`config.mk`:
```
export PLATFORM = sky130hd
export DESIGN_NAME = sres_status
export DESIGN_NICKNAME = d
export VERILOG_FILES = /design/src/sres_pkg.sv /design/src/sres_flag.sv /design/src/sres_rxcheck.sv /design/src/sres_status.sv
export SDC_FILE = /design/constraint.sdc
export NUM_CORES = 1
export LEC_CHECK = 0
export ABC_AREA = 1
export BUFFER_PORTS_ARGS = -buffer_cell sky130_fd_sc_hd__buf_2
export CELL_PAD_IN_SITES_DETAIL_PLACEMENT = 0
export CELL_PAD_IN_SITES_GLOBAL_PLACEMENT = 1
export CORE_UTILIZATION = 35
export CTS_BUF_LIST = sky130_fd_sc_hd__clkbuf_4
export DETAILED_ROUTE_END_ITERATION = 10
export PLACE_DENSITY_LB_ADDON = 0.1
export SLEW_MARGIN = 20
export SYNTH_ARGS = -nofsm -noshare
export SYNTH_HDL_FRONTEND = slang
export SYNTH_SLANG_ARGS = --single-unit
export TNS_END_PERCENT = 100
```
`constraint.sdc`:
```
create_clock -name clk -period 1.4 [get_ports clk]
set_input_delay 0.28 -clock clk [delete_from_list [all_inputs] [get_ports clk]]
set_output_delay 0.28 -clock clk [all_outputs]
set_load 0.05 [all_outputs]
```
`src/sres_pkg.sv`:
```
// Shared offsets, bit positions and reset values of the serial status block
package sres_pkg;

	// ****************************************
	// Register map
	// ****************************************
	localparam int          ADDR_W     = 2;              // Register address width
	localparam logic [1:0]  OFS_CTRL   = 2'h0;           // Serial control
	localparam logic [1:0]  OFS_STATUS = 2'h1;           // Serial status
	localparam logic [1:0]  OFS_RXDATA = 2'h2;           // Received data, read only

	// ****************************************
	// Serial control bits
	// ****************************************
	localparam int          CTL_RX_EN  = 0;              // Receiver enable
	localparam int          CTL_TX_EN  = 1;              // Transmitter enable
	localparam int          CTL_SYNC   = 2;              // Clocked synchronous mode
	localparam int          CTL_STOP2  = 3;              // Two stop bits
	localparam int          CTL_PAR_EN = 4;              // Parity check enable
	localparam int          CTL_PAR_OD = 5;              // Odd parity
	localparam logic [5:0]  CTL_RST    = 6'h00;          // Control after reset

	// ****************************************
	// Serial status bits
	// ****************************************
	localparam int          ST_TX_BUFFER_EMPTY_FLAG    = 7;              // Transmit buffer empty
	localparam int          ST_RX_BUFFER_FULL_FLAG    = 6;              // Receive buffer full
	localparam int          ST_OVERRUN_ERROR_FLAG    = 5;              // Overrun error
	localparam int          ST_FER     = 4;              // Framing error
	localparam int          ST_PER     = 3;              // Parity error
	localparam int          ST_TRANSMIT_END_FLAG    = 2;              // Transmit end
	localparam int          ST_MPB     = 1;              // Received multiprocessor bit
	localparam int          ST_TX_MULTIPROC_BIT    = 0;              // Transmitted multiprocessor bit
	localparam logic        RST_TX_BUFFER_EMPTY_FLAG   = 1'b1;           // Buffer empty after reset
	localparam logic        RST_ERR    = 1'b0;           // Error flags clear after reset
	localparam logic        RST_TRANSMIT_END_FLAG   = 1'b1;           // Transmit end after reset
	localparam logic        RST_MPB    = 1'b0;           // Multiprocessor bits after reset

endpackage

```
`src/sres_flag.sv`:
```
// Status flag cell cleared by software writing 0 after reading 1
`timescale 1ns/1ps
module sres_flag #(
	parameter logic RST_VAL = 1'b0                     // Value after reset
) (
	input  wire logic clk,                             // Clock
	input  wire logic srst,                            // Synchronous reset
	input  wire logic set,                             // Hardware set event
	input  wire logic hw_clr,                          // Hardware clear event
	input  wire logic rd_hit,                          // Status register read
	input  wire logic wr_hit,                          // Status register write
	input  wire logic wbit,                            // Written value of this bit
	output logic      q,                               // Flag value
	output logic      sw_clr                           // Software clear this cycle
);

	logic armed_ff;                                    // Read as 1 since last write
	logic nxt_armed;
	logic nxt_q;

	// Only a 0 written after a 1 was seen clears; a written 1 does nothing
	assign sw_clr    = wr_hit & ~wbit & armed_ff;
	// Arm on reading 1, disarm on a write without a read of 1 in the same cycle, or when flag falls
	assign nxt_armed = q & ((rd_hit & q) | (armed_ff & ~wr_hit));
	// Set wins over every clear so no event is lost
	assign nxt_q     = set | (q & ~sw_clr & ~hw_clr);

	// Flag and arm state
	always_ff @(posedge clk)
	begin
		if (srst)
		begin
			q        <= RST_VAL;
			armed_ff <= 1'b0;
		end
		else
		begin
			q        <= nxt_q;
			armed_ff <= nxt_armed;
		end
	end

endmodule

```
`src/sres_rxcheck.sv`:
```
// Frame check of a received character: framing and parity
`timescale 1ns/1ps
module sres_rxcheck #(
	parameter int DATA_W = 8                           // Character width
) (
	input  wire logic [DATA_W-1:0] data,               // Received character
	input  wire logic              par_bit,            // Received parity bit
	input  wire logic [1:0]        stop_bits,          // Stop bits, [0] first
	input  wire logic              sync_mode,          // Clocked synchronous mode
	input  wire logic              par_en,             // Parity check enable
	input  wire logic              par_odd,            // Odd parity
	output logic                   framing_err,        // First stop bit was 0
	output logic                   parity_err          // Parity mismatch
);

	// Count of ones over character and parity, odd gives 1
	function automatic logic ones_odd(input logic [DATA_W-1:0] d, input logic p);
		ones_odd = ^{d, p};
	endfunction

	// No stop or parity in clocked synchronous frames
	assign framing_err = ~sync_mode & ~stop_bits[0];
	assign parity_err  = ~sync_mode & par_en & (ones_odd(data, par_bit) != par_odd);

endmodule

```
`src/sres_status.sv`:
```
// Serial channel status flags, control and receive data register
`timescale 1ns/1ps
module sres_status #(
	parameter int DATA_W = 8                           // Character width
) (
	input  wire logic                           clk,          // Clock
	input  wire logic                           srst,         // Synchronous reset
	input  wire logic [sres_pkg::ADDR_W-1:0]    addr,         // Register address
	input  wire logic [7:0]                     wdata,        // Write data
	input  wire logic                           wr,           // Write strobe
	input  wire logic                           rd,           // Read strobe
	output logic      [7:0]                     rdata_ff,     // Read data, one cycle late
	input  wire logic                           rx_done,      // Frame received pulse
	input  wire logic [DATA_W-1:0]              rx_char,      // Received character
	input  wire logic                           rx_par,       // Received parity bit
	input  wire logic [1:0]                     rx_stop,      // Received stop bits
	input  wire logic                           rx_mpb,       // Received multiprocessor bit
	input  wire logic                           tx_load,      // Buffer moved to shifter
	input  wire logic                           tx_last_bit,  // Last bit of character sent
	input  wire logic                           dma_tx_write, // DMA wrote transmit buffer
	input  wire logic                           dma_rx_read,  // DMA read receive data
	output logic      [DATA_W-1:0]              rx_data_ff,   // Receive data register
	output logic                                rx_en_ff,     // Receiver enable
	output logic                                tx_en_ff,     // Transmitter enable
	output logic                                sync_ff,      // Clocked synchronous mode
	output logic                                stop2_ff,     // Two stop bits
	output logic                                tx_mpb_ff,    // Multiprocessor bit to send
	output logic                                rx_halt_ff,   // Reception blocked
	output logic                                tx_halt_ff    // Sync transmission halted
);

	// ****************************************
	// Parameter check
	// ****************************************
	if (DATA_W < 5 || DATA_W > 8)
	begin : g_bad_width
		$error("DATA_W must be 5 to 8");
	end

	// ****************************************
	// Register decode
	// ****************************************
	logic       par_en_ff;                             // Parity check enable
	logic       par_odd_ff;                            // Odd parity
	logic       transmit_end_flag_ff;                               // Transmit end flag
	logic       mpb_ff;                                // Received multiprocessor bit
	logic       wr_ctrl;                               // Control write
	logic       wr_stat;                               // Status write
	logic       rd_stat;                               // Status read
	logic [7:0] status_val;                            // Status as read
	logic [7:0] nxt_rdata;

	assign wr_ctrl = wr & (addr == sres_pkg::OFS_CTRL);
	assign wr_stat = wr & (addr == sres_pkg::OFS_STATUS);
	assign rd_stat = rd & (addr == sres_pkg::OFS_STATUS);

	// ****************************************
	// Flag cells
	// ****************************************
	logic tx_buffer_empty_flag_q, rx_buffer_full_flag_q, overrun_error_flag_q, fer_q, per_q;        // Flag values
	logic tx_buffer_empty_flag_sw_clr;                                 // Software cleared buffer empty
	logic fer_det, per_det;                            // Checker results
	logic rx_take;                                     // Frame accepted for storage
	logic rx_good;                                     // Accepted frame without error
	logic rx_bad;                                      // Accepted frame with error
	logic err_any;                                     // Any error flag standing

	sres_rxcheck #(
		.DATA_W      (DATA_W)
	) u_check (
		.data        (rx_char),
		.par_bit     (rx_par),
		.stop_bits   (rx_stop),
		.sync_mode   (sync_ff),
		.par_en      (par_en_ff),
		.par_odd     (par_odd_ff),
		.framing_err (fer_det),
		.parity_err  (per_det)
	);

	// Errors block reception; a disabled receiver takes nothing so flags stay
	assign err_any = overrun_error_flag_q | fer_q | per_q;
	// Overrun: full buffer keeps old character, new one dropped
	assign rx_take = rx_done & rx_en_ff & ~err_any & ~rx_buffer_full_flag_q;
	assign rx_bad  = rx_take & (fer_det | per_det);
	assign rx_good = rx_take & ~fer_det & ~per_det;

	// Buffer empty: set while transmitter off or on load
	sres_flag #(.RST_VAL(sres_pkg::RST_TX_BUFFER_EMPTY_FLAG)) u_tx_buffer_empty_flag (
		.clk    (clk),
		.srst   (srst),
		.set    (~tx_en_ff | tx_load),
		.hw_clr (dma_tx_write),
		.rd_hit (rd_stat),
		.wr_hit (wr_stat),
		.wbit   (wdata[sres_pkg::ST_TX_BUFFER_EMPTY_FLAG]),
		.q      (tx_buffer_empty_flag_q),
		.sw_clr (tx_buffer_empty_flag_sw_clr)
	);

	// Receive full only on a clean frame
	sres_flag #(.RST_VAL(sres_pkg::RST_ERR)) u_rx_buffer_full_flag (
		.clk    (clk),
		.srst   (srst),
		.set    (rx_good),
		.hw_clr (dma_rx_read),
		.rd_hit (rd_stat),
		.wr_hit (wr_stat),
		.wbit   (wdata[sres_pkg::ST_RX_BUFFER_FULL_FLAG]),
		.q      (rx_buffer_full_flag_q),
		.sw_clr ()
	);

	// Overrun on a frame that lands while full
	sres_flag #(.RST_VAL(sres_pkg::RST_ERR)) u_overrun_error_flag (
		.clk    (clk),
		.srst   (srst),
		.set    (rx_done & rx_en_ff & ~err_any & rx_buffer_full_flag_q),
		.hw_clr (1'b0),
		.rd_hit (rd_stat),
		.wr_hit (wr_stat),
		.wbit   (wdata[sres_pkg::ST_OVERRUN_ERROR_FLAG]),
		.q      (overrun_error_flag_q),
		.sw_clr ()
	);

	// Framing error, cleared only by software
	sres_flag #(.RST_VAL(sres_pkg::RST_ERR)) u_fer (
		.clk    (clk),
		.srst   (srst),
		.set    (rx_take & fer_det),
		.hw_clr (1'b0),
		.rd_hit (rd_stat),
		.wr_hit (wr_stat),
		.wbit   (wdata[sres_pkg::ST_FER]),
		.q      (fer_q),
		.sw_clr ()
	);

	// Parity error, cleared only by software
	sres_flag #(.RST_VAL(sres_pkg::RST_ERR)) u_per (
		.clk    (clk),
		.srst   (srst),
		.set    (rx_take & per_det),
		.hw_clr (1'b0),
		.rd_hit (rd_stat),
		.wr_hit (wr_stat),
		.wbit   (wdata[sres_pkg::ST_PER]),
		.q      (per_q),
		.sw_clr ()
	);

	// ****************************************
	// Transmit end and multiprocessor bits
	// ****************************************
	logic transmit_end_flag_set;                                    // Transmit end set term
	logic transmit_end_flag_clr;                                    // Transmit end clear term
	logic nxt_transmit_end_flag;

	assign transmit_end_flag_set = ~tx_en_ff | (tx_last_bit & tx_buffer_empty_flag_q);
	assign transmit_end_flag_clr = tx_buffer_empty_flag_sw_clr | dma_tx_write;
	// Set wins so a disabled transmitter keeps it high
	assign nxt_transmit_end_flag = transmit_end_flag_set | (transmit_end_flag_ff & ~transmit_end_flag_clr);

	// Status image as software reads it
	assign status_val = {tx_buffer_empty_flag_q, rx_buffer_full_flag_q, overrun_error_flag_q, fer_q, per_q, transmit_end_flag_ff, mpb_ff, tx_mpb_ff};

	// Read mux; unmapped address reads zero
	assign nxt_rdata = ~rd ? 8'h00 :
		(addr == sres_pkg::OFS_CTRL)   ? {2'h0, par_odd_ff, par_en_ff, stop2_ff, sync_ff,
			tx_en_ff, rx_en_ff} :
		(addr == sres_pkg::OFS_STATUS) ? status_val :
		(addr == sres_pkg::OFS_RXDATA) ? 8'(rx_data_ff) : 8'h00;

	// ****************************************
	// Registers
	// ****************************************
	// Control register and read data
	always_ff @(posedge clk)
	begin
		if (srst)
		begin
			{par_odd_ff, par_en_ff, stop2_ff, sync_ff, tx_en_ff, rx_en_ff} <= sres_pkg::CTL_RST;
			rdata_ff <= 8'h00;
		end
		else
		begin
			if (wr_ctrl)
			begin
				{par_odd_ff, par_en_ff, stop2_ff, sync_ff, tx_en_ff, rx_en_ff} <= wdata[5:0];
			end
			rdata_ff <= nxt_rdata;
		end
	end

	// Status bits owned here and received data
	always_ff @(posedge clk)
	begin
		if (srst)
		begin
			transmit_end_flag_ff    <= sres_pkg::RST_TRANSMIT_END_FLAG;
			mpb_ff     <= sres_pkg::RST_MPB;
			tx_mpb_ff  <= sres_pkg::RST_MPB;
			rx_data_ff <= '0;
		end
		else
		begin
			transmit_end_flag_ff <= nxt_transmit_end_flag;
			// Bad frames still land in the data register
			if (rx_take)
			begin
				rx_data_ff <= rx_char;
				mpb_ff     <= rx_mpb;
			end
			if (wr_stat)
			begin
				tx_mpb_ff <= wdata[sres_pkg::ST_TX_MULTIPROC_BIT];
			end
		end
	end

	// Halt outputs lag the flags by one cycle
	always_ff @(posedge clk)
	begin
		if (srst)
		begin
			rx_halt_ff <= 1'b0;
			tx_halt_ff <= 1'b0;
		end
		else
		begin
			rx_halt_ff <= err_any;
			tx_halt_ff <= err_any & sync_ff;
		end
	end
endmodule

```
# Word-level counts from Yosys, hierarchy flattened
# Index checks and enable logic that the tools add are counted.
[classes]
muxes = 3
n_eq_ne = 3
reduce_logical = 4
bitwise = 87
[ops]
columns = ["operator", "n"]
rows = [
  ["$and 1x1->1", 49],
  ["$not 1->1", 22],
  ["$mux 8", 2],
  ["$or 1x1->1", 16],
  ["$reduce_xor 9->1", 1],
  ["$mux 6", 1],
  ["$reduce_or 3->1", 1],
  ["$eq 2x1->1 const B", 1],
  ["$eq 2x2->1 const B", 1],
  ["$logic_not 2->1", 1],
  ["$reduce_or 2->1", 1],
  ["$ne 1x1->1", 1],
]
[word_totals]
elab_cells = 121
in_bits = 31
regBits = 37

# Depth between registers and ports, before layout
# Gate-level depths: netlist of run 1.
[logic_depth]
ltp_word = 8
depth_mapped = 12

# Cells and area by module
# A second synthesis of run 1 with hierarchy kept.
[hier_totals]
hier_cells = 277
hier_area_um2 = 1876.8
[modules_own_cells]
columns = ["mod", "n_inst", "seq_area_each_um2", "cells_each", "area_each_um2"]
rows = [
  ["sres_status", 1, 540.5, 172, 1189.9],
  ["sres_flag at u_fer ...", 4, 40.0, 13, 97.6],
  ["sres_rxcheck", 1, 0.0, 37, 190.2],
  ["sres_flag at u_tx_buffer_empty_flag", 1, 40.0, 16, 106.4],
]

# Worst setup path before layout of run 1
# No wires, ideal clock.
[synth_path]
path_kind = "register to register"
start = "register rx_en_ff"
end = "register rx_data_ff[1]"
t_arrival_ns = 1.294
slack_ns = -0.014
period_less_slack_ns = 1.414
path_stages_with_launch = 7
cell_sequence = "dfxtp_1 -> nand2_1 -> nor2_1 -> nand2_1 -> buf_2 -> o21ai_0 -> a21oi_1"
[synth_between]
elab_chain_len = 3
[synth_rtl]
columns = ["element", "line", "text"]
rows = [
  ["start, declared", "sres_status.sv:23", "output logic rx_en_ff,"],
  ["start signal, assigned", "sres_status.sv:183", "{par_odd_ff, par_en_ff, stop2_ff, sync_ff, tx_en_ff, rx_en_ff} <= sres_pkg::CTL_RST;"],
  ["start signal, assigned", "sres_status.sv:190", "{par_odd_ff, par_en_ff, stop2_ff, sync_ff, tx_en_ff, rx_en_ff} <= wdata[5:0];"],
  ["$and 1x1->1 (3 in a row)", "sres_status.sv:84", "assign rx_take = rx_done & rx_en_ff & ~err_any & ~rx_buffer_full_flag_q;"],
  ["end signal, assigned", "sres_status.sv:212", "rx_data_ff <= rx_char;"],
  ["end, declared", "sres_status.sv:22", "output logic [DATA_W-1:0] rx_data_ff,"],
]
# No other way between the ends.
# A chain may end at the register's enable or synchronous reset.

# Worst setup path in the final report of run 1
[layout_path]
start = "register rx_data_ff[2]"
end = "output port rx_data_ff[2]"
# No word-level cell between the ends.

==> results of run 1 <==
layer usage:
layer / track usage, % / wire length, µm
met1: 24.5 / 2180
met2: 27.4 / 1770
met3: 4.08 / 180
met4: 4.67 / 47
met5: 0 / 0
cells by family after synthesis:
kind of cell / Yosys count / synth area share (%)
AND/OR/NAND/NOR: 108 / 26.5
AO/OA/AOI/OAI: 51 / 16.8
buffers and inverters: 50 / 11.7
flip-flops: 37 / 44.0
XOR/XNOR: 2 / 1.04
synthesized netlist by cell type (3+ instances only):
master,number
nor3b_1,3
nand2_1,70
a21oi_1,19
nand3_1,5
o22ai_1,5
o21ai_0,20
nor2_1,23
o211ai_1,3
inv_2,5
inv_1,41
dfxtp_1,37
state kept, by name, summed over array words and instances, names as in the netlist:
name / count
mpb_ff: 1
par_en_ff: 1
par_odd_ff: 1
rdata_ff: 8
rx_data_ff: 8
rx_en_ff: 1
rx_halt_ff: 1
stop2_ff: 1
sync_ff: 1
transmit_end_flag_ff: 1
tx_en_ff: 1
tx_halt_ff: 1
tx_mpb_ff: 1
u_fer.armed_ff: 1
u_fer.q: 1
u_overrun_error_flag.armed_ff: 1
u_overrun_error_flag.q: 1
u_per.armed_ff: 1
u_per.q: 1
u_rx_buffer_full_flag.armed_ff: 1
u_rx_buffer_full_flag.q: 1
u_tx_buffer_empty_flag.armed_ff: 1
u_tx_buffer_empty_flag.q: 1
final cells by class:
cell class / count / area share [%]
multi-input cells: 161 / 35.3
inverters: 46 / 8.19
repair buffers: 58 / 14.5
flip-flops and latches: 37 / 35.2
clock inverters: 3 / 1.96
well taps: 52 / 3.08
clock buffers: 5 / 1.78
stage by stage:
stage	utilization [%]	hold WS, ns	area (µm²)	std cells
6_report	47.1	0.102	2110	362
5_1_grt	47.1	0.107	2110	362
4_1_cts	47.1	0.104	2110	362
3_5_place_dp	45.4	0.453	2030	354
3_3_place_gp	45.4	0.445	2030	354
2_1_floorplan	-	0.342	1680	248
power by group:
group | internal (mW) | switching (mW)
clock | 0.370 | 0.371
combinational | 0.111 | 0.229
sequential | 1.08 | 0.0160
total | 1.56 | 0.616
how the worst min path moves through the flow:
stage / depth (start not counted) / endpoint / from / slack [ns]
2_1_floorplan: 1 / u_rx_buffer_full_flag.q$_SDFF_PP0_ / srst / 0.34
3_3_place_gp: 2 / mpb_ff$_SDFFE_PP0N_ / mpb_ff$_SDFFE_PP0N_ / 0.45
3_5_place_dp: 2 / mpb_ff$_SDFFE_PP0N_ / mpb_ff$_SDFFE_PP0N_ / 0.45
4_1_cts: 2 / u_tx_buffer_empty_flag.q$_SDFF_PP1_ / tx_load / 0.10
5_1_grt: 2 / u_tx_buffer_empty_flag.q$_SDFF_PP1_ / tx_load / 0.11
6_report: 2 / u_tx_buffer_empty_flag.q$_SDFF_PP1_ / tx_load / 0.10
==> metrics.txt, run 1 <==
CP max stage delay=0.39 ns; Pwr Total=2.18 mW; H-tree depth=2; initial antenna violation count=0; clock root cell=clkbuf_4; first-pass GRT wire length=6.93 mm; clk buf depth=2; leak pwr=1.10 nW; Hold WC Path Type=in2reg; DR iter-0 viols=112; slowest CP cell=dfxtp_1; Register Area=742 µm²; endpoints failing setup=0; IO Pins=54; register bit total from synthesis=37; setup TNS=0 ns; Net Count, Synth=279; Peak Freq=776 MHz; core area=0.00447 mm²; Critical path origin=rx_data_ff[2]$_SDFFE_PP0N_; Starting Density=37.6%; multi-input logic area=746 µm²; Rel. slew slack=83.3%; Setup CP Type=reg2out; CP delay by family, top=flip-flops; Total Routed Length=4.18 mm; CTS tree=done; Crit. path cell count=1; most frequent cells in the layout=nand2_1 (70), buf_2 (52), inv_1 (40); Syn Inst Count=248; flop-to-flop setup slack=0.17 ns; most common cell after layout, fill and taps aside=nand2_1; count of input and output buffers=52; crit path to=rx_data_ff[2]; Synth async-reset ratio=0%; top cell type by total area after synthesis=dfxtp_1; PostCTS Resize Cnt=0; GRT Util Overall=17.6%; post-layout worst setup margin=0.111 ns; share of cells above drive strength 1=24.5%; gr ovfl total=0; critical path, cell by cell=buf_2; Vias=1661; minimum clock period=1.29 ns; Final Hold Viols=0; die height=71.3 µm; hpwl dp=3.32 mm; Reg2Reg Depth=7; Via-to-Cell Ratio=4.59; number of CTS-inserted buffers=5; Slew Limit Fails=0; Filler cells=486; Seq/Total Area, Yosys=44.0%; top-area cell type share of the netlist area=44.0%; postcts setup bufs=0; R2R Path Start=u_overrun_error_flag.q$_SDFF_PP0_; Ant. Diodes=0; Bufs and invs on worst path=1; Synth Flop Type=dfxtp_1; failing checks=design-rule violations; CP Launch Type=register; Net count, final=340; DRC=5; post-synthesis cell area=0.00168 mm²; WP data arrival=1.01 ns; synth top area cells=dfxtp_1 (44%), nand2_1 (16%), inv_1 (9.1%); Crit Path Max Fanout=3; CP Capture Type=output pin; Yosys warnings=0; worst vdd ir=0.000577 V; Clock Sinks=37; Mean Syn Cell Area=6.79 µm²; status=finished with violations; number of cell rows=24; worst clock skew=0.0163 ns; width of the die=71.3 µm; Power Density=1030 mW/mm²; Final period util=92.1%; RSZ-0062 raised after global routing=no; r2r endpoint=mpb_ff$_SDFFE_PP0N_; number of synthesized flops with an enable pin=0; vias in the first global route=1547; Routability Congestion=0.798; largest net degree at the start of global routing=22; worst path required time=1.12 ns; synthesis-to-layout area growth=25.4%; DRT antenna net count=0; Clock Latency Late Sink=0.35 ns; TritonRoute pass-1 iters=7; WL per Instance=11.5 µm; Least-Margin Pin Slew=0.250 ns; Worst-path clk slew=0.12 ns; DP Worst Slack=0.0592 ns; Netlist cell types=28; MaxCap Viol Count=0; overall die area=0.00509 mm²; hold buffer count at cts=0
No activity file was read; power rests on OpenSTA's default activity.
==> run 2, diff against run 1 <==
ABC_AREA = unset   (was 1)
CORE_UTILIZATION = 34   (was 35)
HOLD_SLACK_MARGIN = 0.02   (was unset)
clock period = 1.1 ns   (was 1.4 ns; I/O delays follow)
==> metrics.txt, run 2 <==
status=finished with violations; failing checks=negative setup slack; GRT Util Overall=18.8% (+1.3 points); CTS tree=done; Rel. slew slack=62.4% (-21 points); clock root cell=clkbuf_4; Hold WC Path Type=in2reg; Seq/Total Area, Yosys=47.9% (+3.8 points); RSZ-0062 raised after global routing=yes; Final period util=121%; slowest CP cell=dfxtp_2; Finished Layout Cells=297 (-18%); Slew Limit Fails=0 (unchanged); Register Area=768 µm² (+3.5%); post-layout worst setup margin=-0.227 ns (-0.338 ns); Worst-path clk slew=0.10 ns (-0.02 ns); gr ovfl total=0 (unchanged); Final Hold Viols=0 (unchanged); multi-input logic area=832 µm² (+12%); worst vdd ir=0.000629 V (+9.1%); post-layout instance area=0.00247 mm² (+17%); number of CTS-inserted buffers=5 (unchanged); Fin Hold WS=0.0759 ns (-0.0261 ns); CP Capture Type=register; WP data arrival=1.55 ns (+0.54 ns); Reg2Reg Depth=6 (-1); Via-to-Cell Ratio=4.95 (+7.8%); Synth async-reset ratio=0% (unchanged); hpwl dp=3.26 mm (-1.8%); Pwr Total=2.50 mW (+15%); Placed Cells=277 (-22%); Placed Area=0.00203 mm² (-0.19%); Starting Density=35.5% (-2.1 points); register bit total from synthesis=37 (unchanged); top cell type by total area after synthesis=dfxtp_1; hold buffer count at cts=0 (unchanged); Netlist cell types=32 (+14%); count of input and output buffers=52 (unchanged); Yosys warnings=0 (unchanged); post-synthesis cell area=0.00155 mm² (-8.0%); worst path required time=1.33 ns (+0.21 ns); Filler cells=410 (-16%); Crit Path Max Fanout=6 (+3); Ant. Diodes=0 (unchanged); Least-Margin Pin Slew=0.563 ns (+0.313 ns); leak pwr=1.12 nW (+1.2%); largest net degree at the start of global routing=14 (-36%); CP max stage delay=0.34 ns (-0.05 ns); number of synthesized flops with an enable pin=0 (unchanged); top cell types by occurrence after synthesis=dfxtp_1 (37), nor2_1 (32), mux2i_1 (21), a21oi_1 (14); Mean Syn Cell Area=9.61 µm² (+42%); Clock Latency Late Sink=0.33 ns (-0.02 ns); Setup CP Type=reg2reg; IO Pins=54 (unchanged); Final Util=56.8% (+9.6 points); number of cell rows=24 (unchanged); initial antenna violation count=0 (unchanged); Syn Inst Count=161 (-35%); top-area cell type share of the netlist area=47.9% (+3.8 points); WL per Instance=14.7 µm (+27%); DRT antenna net count=0 (unchanged); Total Routed Length=4.36 mm (+4.3%); Top Registers=rdata_ff (8), rx_data_ff (8); DP Worst Slack=-0.320 ns (-0.379 ns); Clock Sinks=37 (unchanged); Net Count, Synth=192 (-31%); Vias=1469 (-12%); synth top area cells=dfxtp_1 (48%), mux2i_1 (14%), nor2_1 (7.8%); endpoints failing setup=14 (+14); most common cell after layout, fill and taps aside=nor2_1; most frequent cells in the layout=nor2_1 (32), buf_2 (29), buf_4 (27); H-tree depth=2 (unchanged); TritonRoute pass-1 iters=3 (-4); Synth Flop Type=dfxtp_1; Peak Freq=753 MHz; worst clock skew=0.00563 ns (-0.0107 ns); minimum clock period=1.33 ns; first-pass GRT wire length=7.07 mm (+2.1%); die height=69.5 µm (-2.6%); clk buf depth=2 (unchanged); overall die area=0.00483 mm² (-5.2%); vias in the first global route=1505 (-2.7%); MaxCap Viol Count=0 (unchanged); CP Launch Type=register; cell depth of the worst hold path=2 (unchanged); DR iter-0 viols=59 (-47%); Power Density=1010 mW/mm² (-2.0%); count leader, synth=dfxtp_1; share of cells above drive strength 1=51.0% (+27 points); critical path, cell by cell=nor3_2, nand4b_1, buf_6, buf_12, mux2i_2, nor2_1; Net count, final=276 (-19%); width of the die=69.5 µm (-2.6%); synthesis-to-layout area growth=59.7%; DRC=0 (-5); setup TNS=-2.47 ns (-2.47 ns); Routability Congestion=0.765 (-4.1%); core area=0.00435 mm² (-2.7%)
==> run 2: cell count changes in the layout (fill, tap and decap cells not counted), moves of 9 or more <==
cell / delta
buf_2: -23
buf_8: +11
inv_1: -36
nor2_1: +9
buf_4: +21
dfxtp_1: -19
dfxtp_2: +18
mux2i_1: +19
o21ai_0: -18
nand2_1: -67
buf_6: +15
==> run 2: critical path, delay by kind of cell (launching register included) <==
| family | cells | cell delay, ns |
|---|---|---|
| multiplexers | 1 | 0.17 |
| buffers and inverters | 2 | 0.31 |
| flip-flops | 1 | 0.34 |
| AND/OR/NAND/NOR | 3 | 0.41 |
==> run 2: cell families (layout without fill, tap and decap cells) <==
family / count (synthesis) / after routing / synth area share (%)
flops: 37 / 37 / 47.9
simple gates: 58 / 58 / 19.2
mux: 21 / 21 / 13.6
buf+inv: 12 / 96 / 3.56
compound gates: 25 / 25 / 10.3
xor+xnor: 8 / 8 / 5.42
==> run 2: where the power goes <==
group | switching [mW] | internal (mW) | leakage (nW)
clock | 0.407 | 0.257 | 0.0292
combinational | 0.232 | 0.227 | 0.777
sequential | 0.0170 | 1.36 | 0.309
==> run 2: final cells by class <==
| class | count | area share, % |
|---|---|---|
| inverter | 4 | 0.608 |
| clock inverter | 1 | 0.152 |
| clock buffer | 6 | 1.82 |
| multi-input combinational | 112 | 33.7 |
| timing repair buffer | 85 | 30.0 |
| tap | 52 | 2.63 |
| sequential | 37 | 31.1 |
==> run 2: final timing paths <==
check | from | endpoint | slack [ns]
setup / recovery | u_fer.q$_SDFF_PP0_ | mpb_ff$_SDFFE_PP0N_ | -0.23
setup reg to reg | u_fer.q$_SDFF_PP0_ | mpb_ff$_SDFFE_PP0N_ | -0.23
hold / removal | tx_load | u_tx_buffer_empty_flag.q$_SDFF_PP1_ | 0.08
hold reg to reg | rx_data_ff[4]$_SDFFE_PP0N_ | rdata_ff[4]$_SDFF_PP0_ | 0.53
==> run 2: routing by layer <==
metal | global-route usage (%) | up-vias | part of all wire, %
met4 | 6.35 | 0 | 1.5
li1 | - | 720 | -
met5 | 0 | - | 0
met3 | 5.09 | 6 | 4.2
met1 | 22.6 | 706 | 44
met2 | 32.4 | 37 | 51
==> run 2: repair_timing <==
item,in CTS,in global routing
gates resized for setup,57,30
endpoints found under the setup margin,35,36
pin swaps,12,7
setup buffers,7,6
==> run 3, diff against run 2 <==
SKIP_LAST_GASP = 1   (was unset)
==> metrics.txt, run 3 (synthesis results as in run 2) <==
initial antenna violation count=0 (unchanged); sw frac=26.2% (about the same); Hold WC Path Type=in2reg; Top Registers=rdata_ff (8), rx_data_ff (8); CP max stage delay=0.34 ns (about the same); endpoints failing setup=15 (+1); Worst-path clk slew=0.10 ns (about the same); clock root cell=clkbuf_4; IO Pins=54 (unchanged); Clock Sinks=37 (unchanged); Seq pwr share=55.1% (about the same); flop-to-flop setup slack=-0.23 ns (about the same); Finished Layout Cells=297 (unchanged); Net count, final=276 (unchanged); Power Density=1010 mW/mm² (about the same); post-layout instance area=0.00247 mm² (about the same); Crit Path Max Fanout=6 (unchanged); status=finished with violations; TritonRoute pass-1 iters=3 (unchanged); critical path, cell by cell=nor3_2, nand4b_1, buf_6, buf_12, mux2i_2, nor2_1; Via-to-Cell Ratio=4.98 (+0.61%); synthesis-to-layout area growth=59.6% (about the same); Hold Crit Start=tx_load; vias in the first global route=1495 (-0.66%); leak pwr=1.11 nW (about the same); Pint=1.84 mW (about the same); CP Capture Type=register; number of cell rows=24 (unchanged); worst clock skew=0.00621 ns (+0.000587 ns); WL per Instance=14.7 µm (-0.11%); worst vdd ir=0.000629 V (about the same); Vias=1478 (+0.61%); first-pass GRT wire length=7.02 mm (-0.78%); Clock Latency Late Sink=0.33 ns (about the same); hpwl dp=3.26 mm (unchanged); Final period util=121% (about the same); count of input and output buffers=52 (unchanged); Least-Margin Pin Slew=0.563 ns (-0.0000789 ns); Final Util=56.7% (about the same); failing checks=negative setup slack; Peak Freq=753 MHz (about the same); DRT antenna net count=0 (unchanged); largest net degree at the start of global routing=14 (unchanged); MaxCap Viol Count=0 (unchanged); worst path required time=1.33 ns (about the same); Rel. slew slack=62.4% (about the same); number of CTS-inserted buffers=5 (unchanged); most frequent cells in the layout=nor2_1 (32), buf_2 (29), buf_4 (27); GRT Util Overall=18.7% (-0.13 points); Bufs and invs on worst path=2 (unchanged); Final Hold Viols=0 (unchanged); R2R Path Start=u_fer.q$_SDFF_PP0_; overall die area=0.00483 mm² (unchanged); Clock power frac=26.6% (about the same); Setup CP Type=reg2reg; Slew Limit Fails=0 (unchanged); post-layout worst setup margin=-0.228 ns (-0.000433 ns); most common cell after layout, fill and taps aside=nor2_1; Gate power share=18.3% (about the same); Placed Area=0.00203 mm² (unchanged); DR iter-0 viols=55 (-6.8%); clk buf depth=2 (unchanged); RSZ-0062 raised after global routing=yes; DP Worst Slack=-0.320 ns (unchanged); setup TNS=-2.47 ns (-0.00675 ns); width of the die=69.5 µm (unchanged); CP delay by family, top=simple AND/OR/NAND/NOR gates; slowest CP cell=dfxtp_2; CP Launch Type=register; minimum clock period=1.33 ns (+0.000433 ns); share of cells above drive strength 1=50.6% (-0.41 points); cell depth of the worst hold path=2 (unchanged); Starting Density=35.5% (unchanged); Ant. Diodes=0 (unchanged); Total Routed Length=4.35 mm (-0.11%); DRC=0 (unchanged); core area=0.00435 mm² (unchanged); H-tree depth=2 (unchanged); CTS tree=done; r2r endpoint=mpb_ff$_SDFFE_PP0N_; die height=69.5 µm (unchanged); Routability Congestion=0.765 (unchanged); Min-Delay Endpoint=u_tx_buffer_empty_flag.q$_SDFF_PP1_; Filler cells=413 (+0.73%); Reg2Reg Depth=6 (unchanged); WP data arrival=1.55 ns (about the same); Placed Cells=277 (unchanged); gr ovfl total=0 (unchanged); net switching power=0.655 mW (-0.13%)
## run 3: cell count changes in the layout (fill, tap and decap cells not counted)
cell,before,now
and2_1,1,2
and2_2,1,0
## run 3: layer usage
metal,vias to the layer above,share of wire (%),GRT usage (%)
li1,720,-,-
met1,711,43,22.4
met2,39,50,32.1
met3,8,4.4,5.09
met4,0,2.3,6.35
met5,-,0,0
## run 3: worst max-delay path by stage
stage	startpoint	endpoint	slack (ns)	cells after the start
after floorplan	u_per.q$_SDFF_PP0_	u_rx_buffer_full_flag.q$_SDFF_PP0_	-0.20	4
after global placement	rx_char[4]	u_rx_buffer_full_flag.q$_SDFF_PP0_	-0.28	4
after detailed placement	rx_char[4]	u_rx_buffer_full_flag.q$_SDFF_PP0_	-0.32	4
after CTS	u_fer.q$_SDFF_PP0_	rx_data_ff[3]$_SDFFE_PP0N_	-0.20	6
after global routing	u_fer.q$_SDFF_PP0_	mpb_ff$_SDFFE_PP0N_	-0.32	6
final	u_fer.q$_SDFF_PP0_	mpb_ff$_SDFFE_PP0N_	-0.23	6
## run 3: power by group through the flow
stage                     combinational, mW  sequential [mW]  clock (mW)
final                                 0.458             1.38       0.663
after global routing                  0.488             1.38       0.763
after CTS                             0.437             1.37       0.697
after detailed placement              0.388             1.40           0
after global placement                0.383             1.40           0
after floorplan                       0.191             1.45           0
## run 3: through the flow
step	hold slack [ns]	power [mW]
after global placement	0.412	1.78
after floorplan	0.314	1.64
final	0.0773	2.50
after global routing	0.0745	2.63
after CTS	0.0617	2.51
after detailed placement	0.408	1.79
## run 3: final cells by class
cell class / instances / area, µm² / share of cell area, %
Clock inverter: 1 / 3.75 / 0.152
Timing Repair Buffer: 85 / 742 / 30.0
Tap cell: 52 / 65.1 / 2.63
Multi-Input combinational cell: 112 / 831 / 33.6
Clock buffer: 6 / 45.0 / 1.82
Inverter: 4 / 15.0 / 0.608
Sequential cell: 37 / 768 / 31.1
## run 3: worst register-to-register path: stages, from the launching register on
cell      delay [ns]
dfxtp_2         0.34
nor3_2          0.19
nand4b_1        0.17
buf_6           0.18
buf_12          0.13
mux2i_2         0.17
nor2_1          0.05
## run 3: what timing repair did
item / in CTS / in global routing
hold buffers: 0 / 0
setup endpoints to repair: 35 / 35
buffers inserted: 7 / 6
pin swaps: 12 / 7
endpoints found under the hold margin: 0 / 0
gates resized for setup: 56 / 30
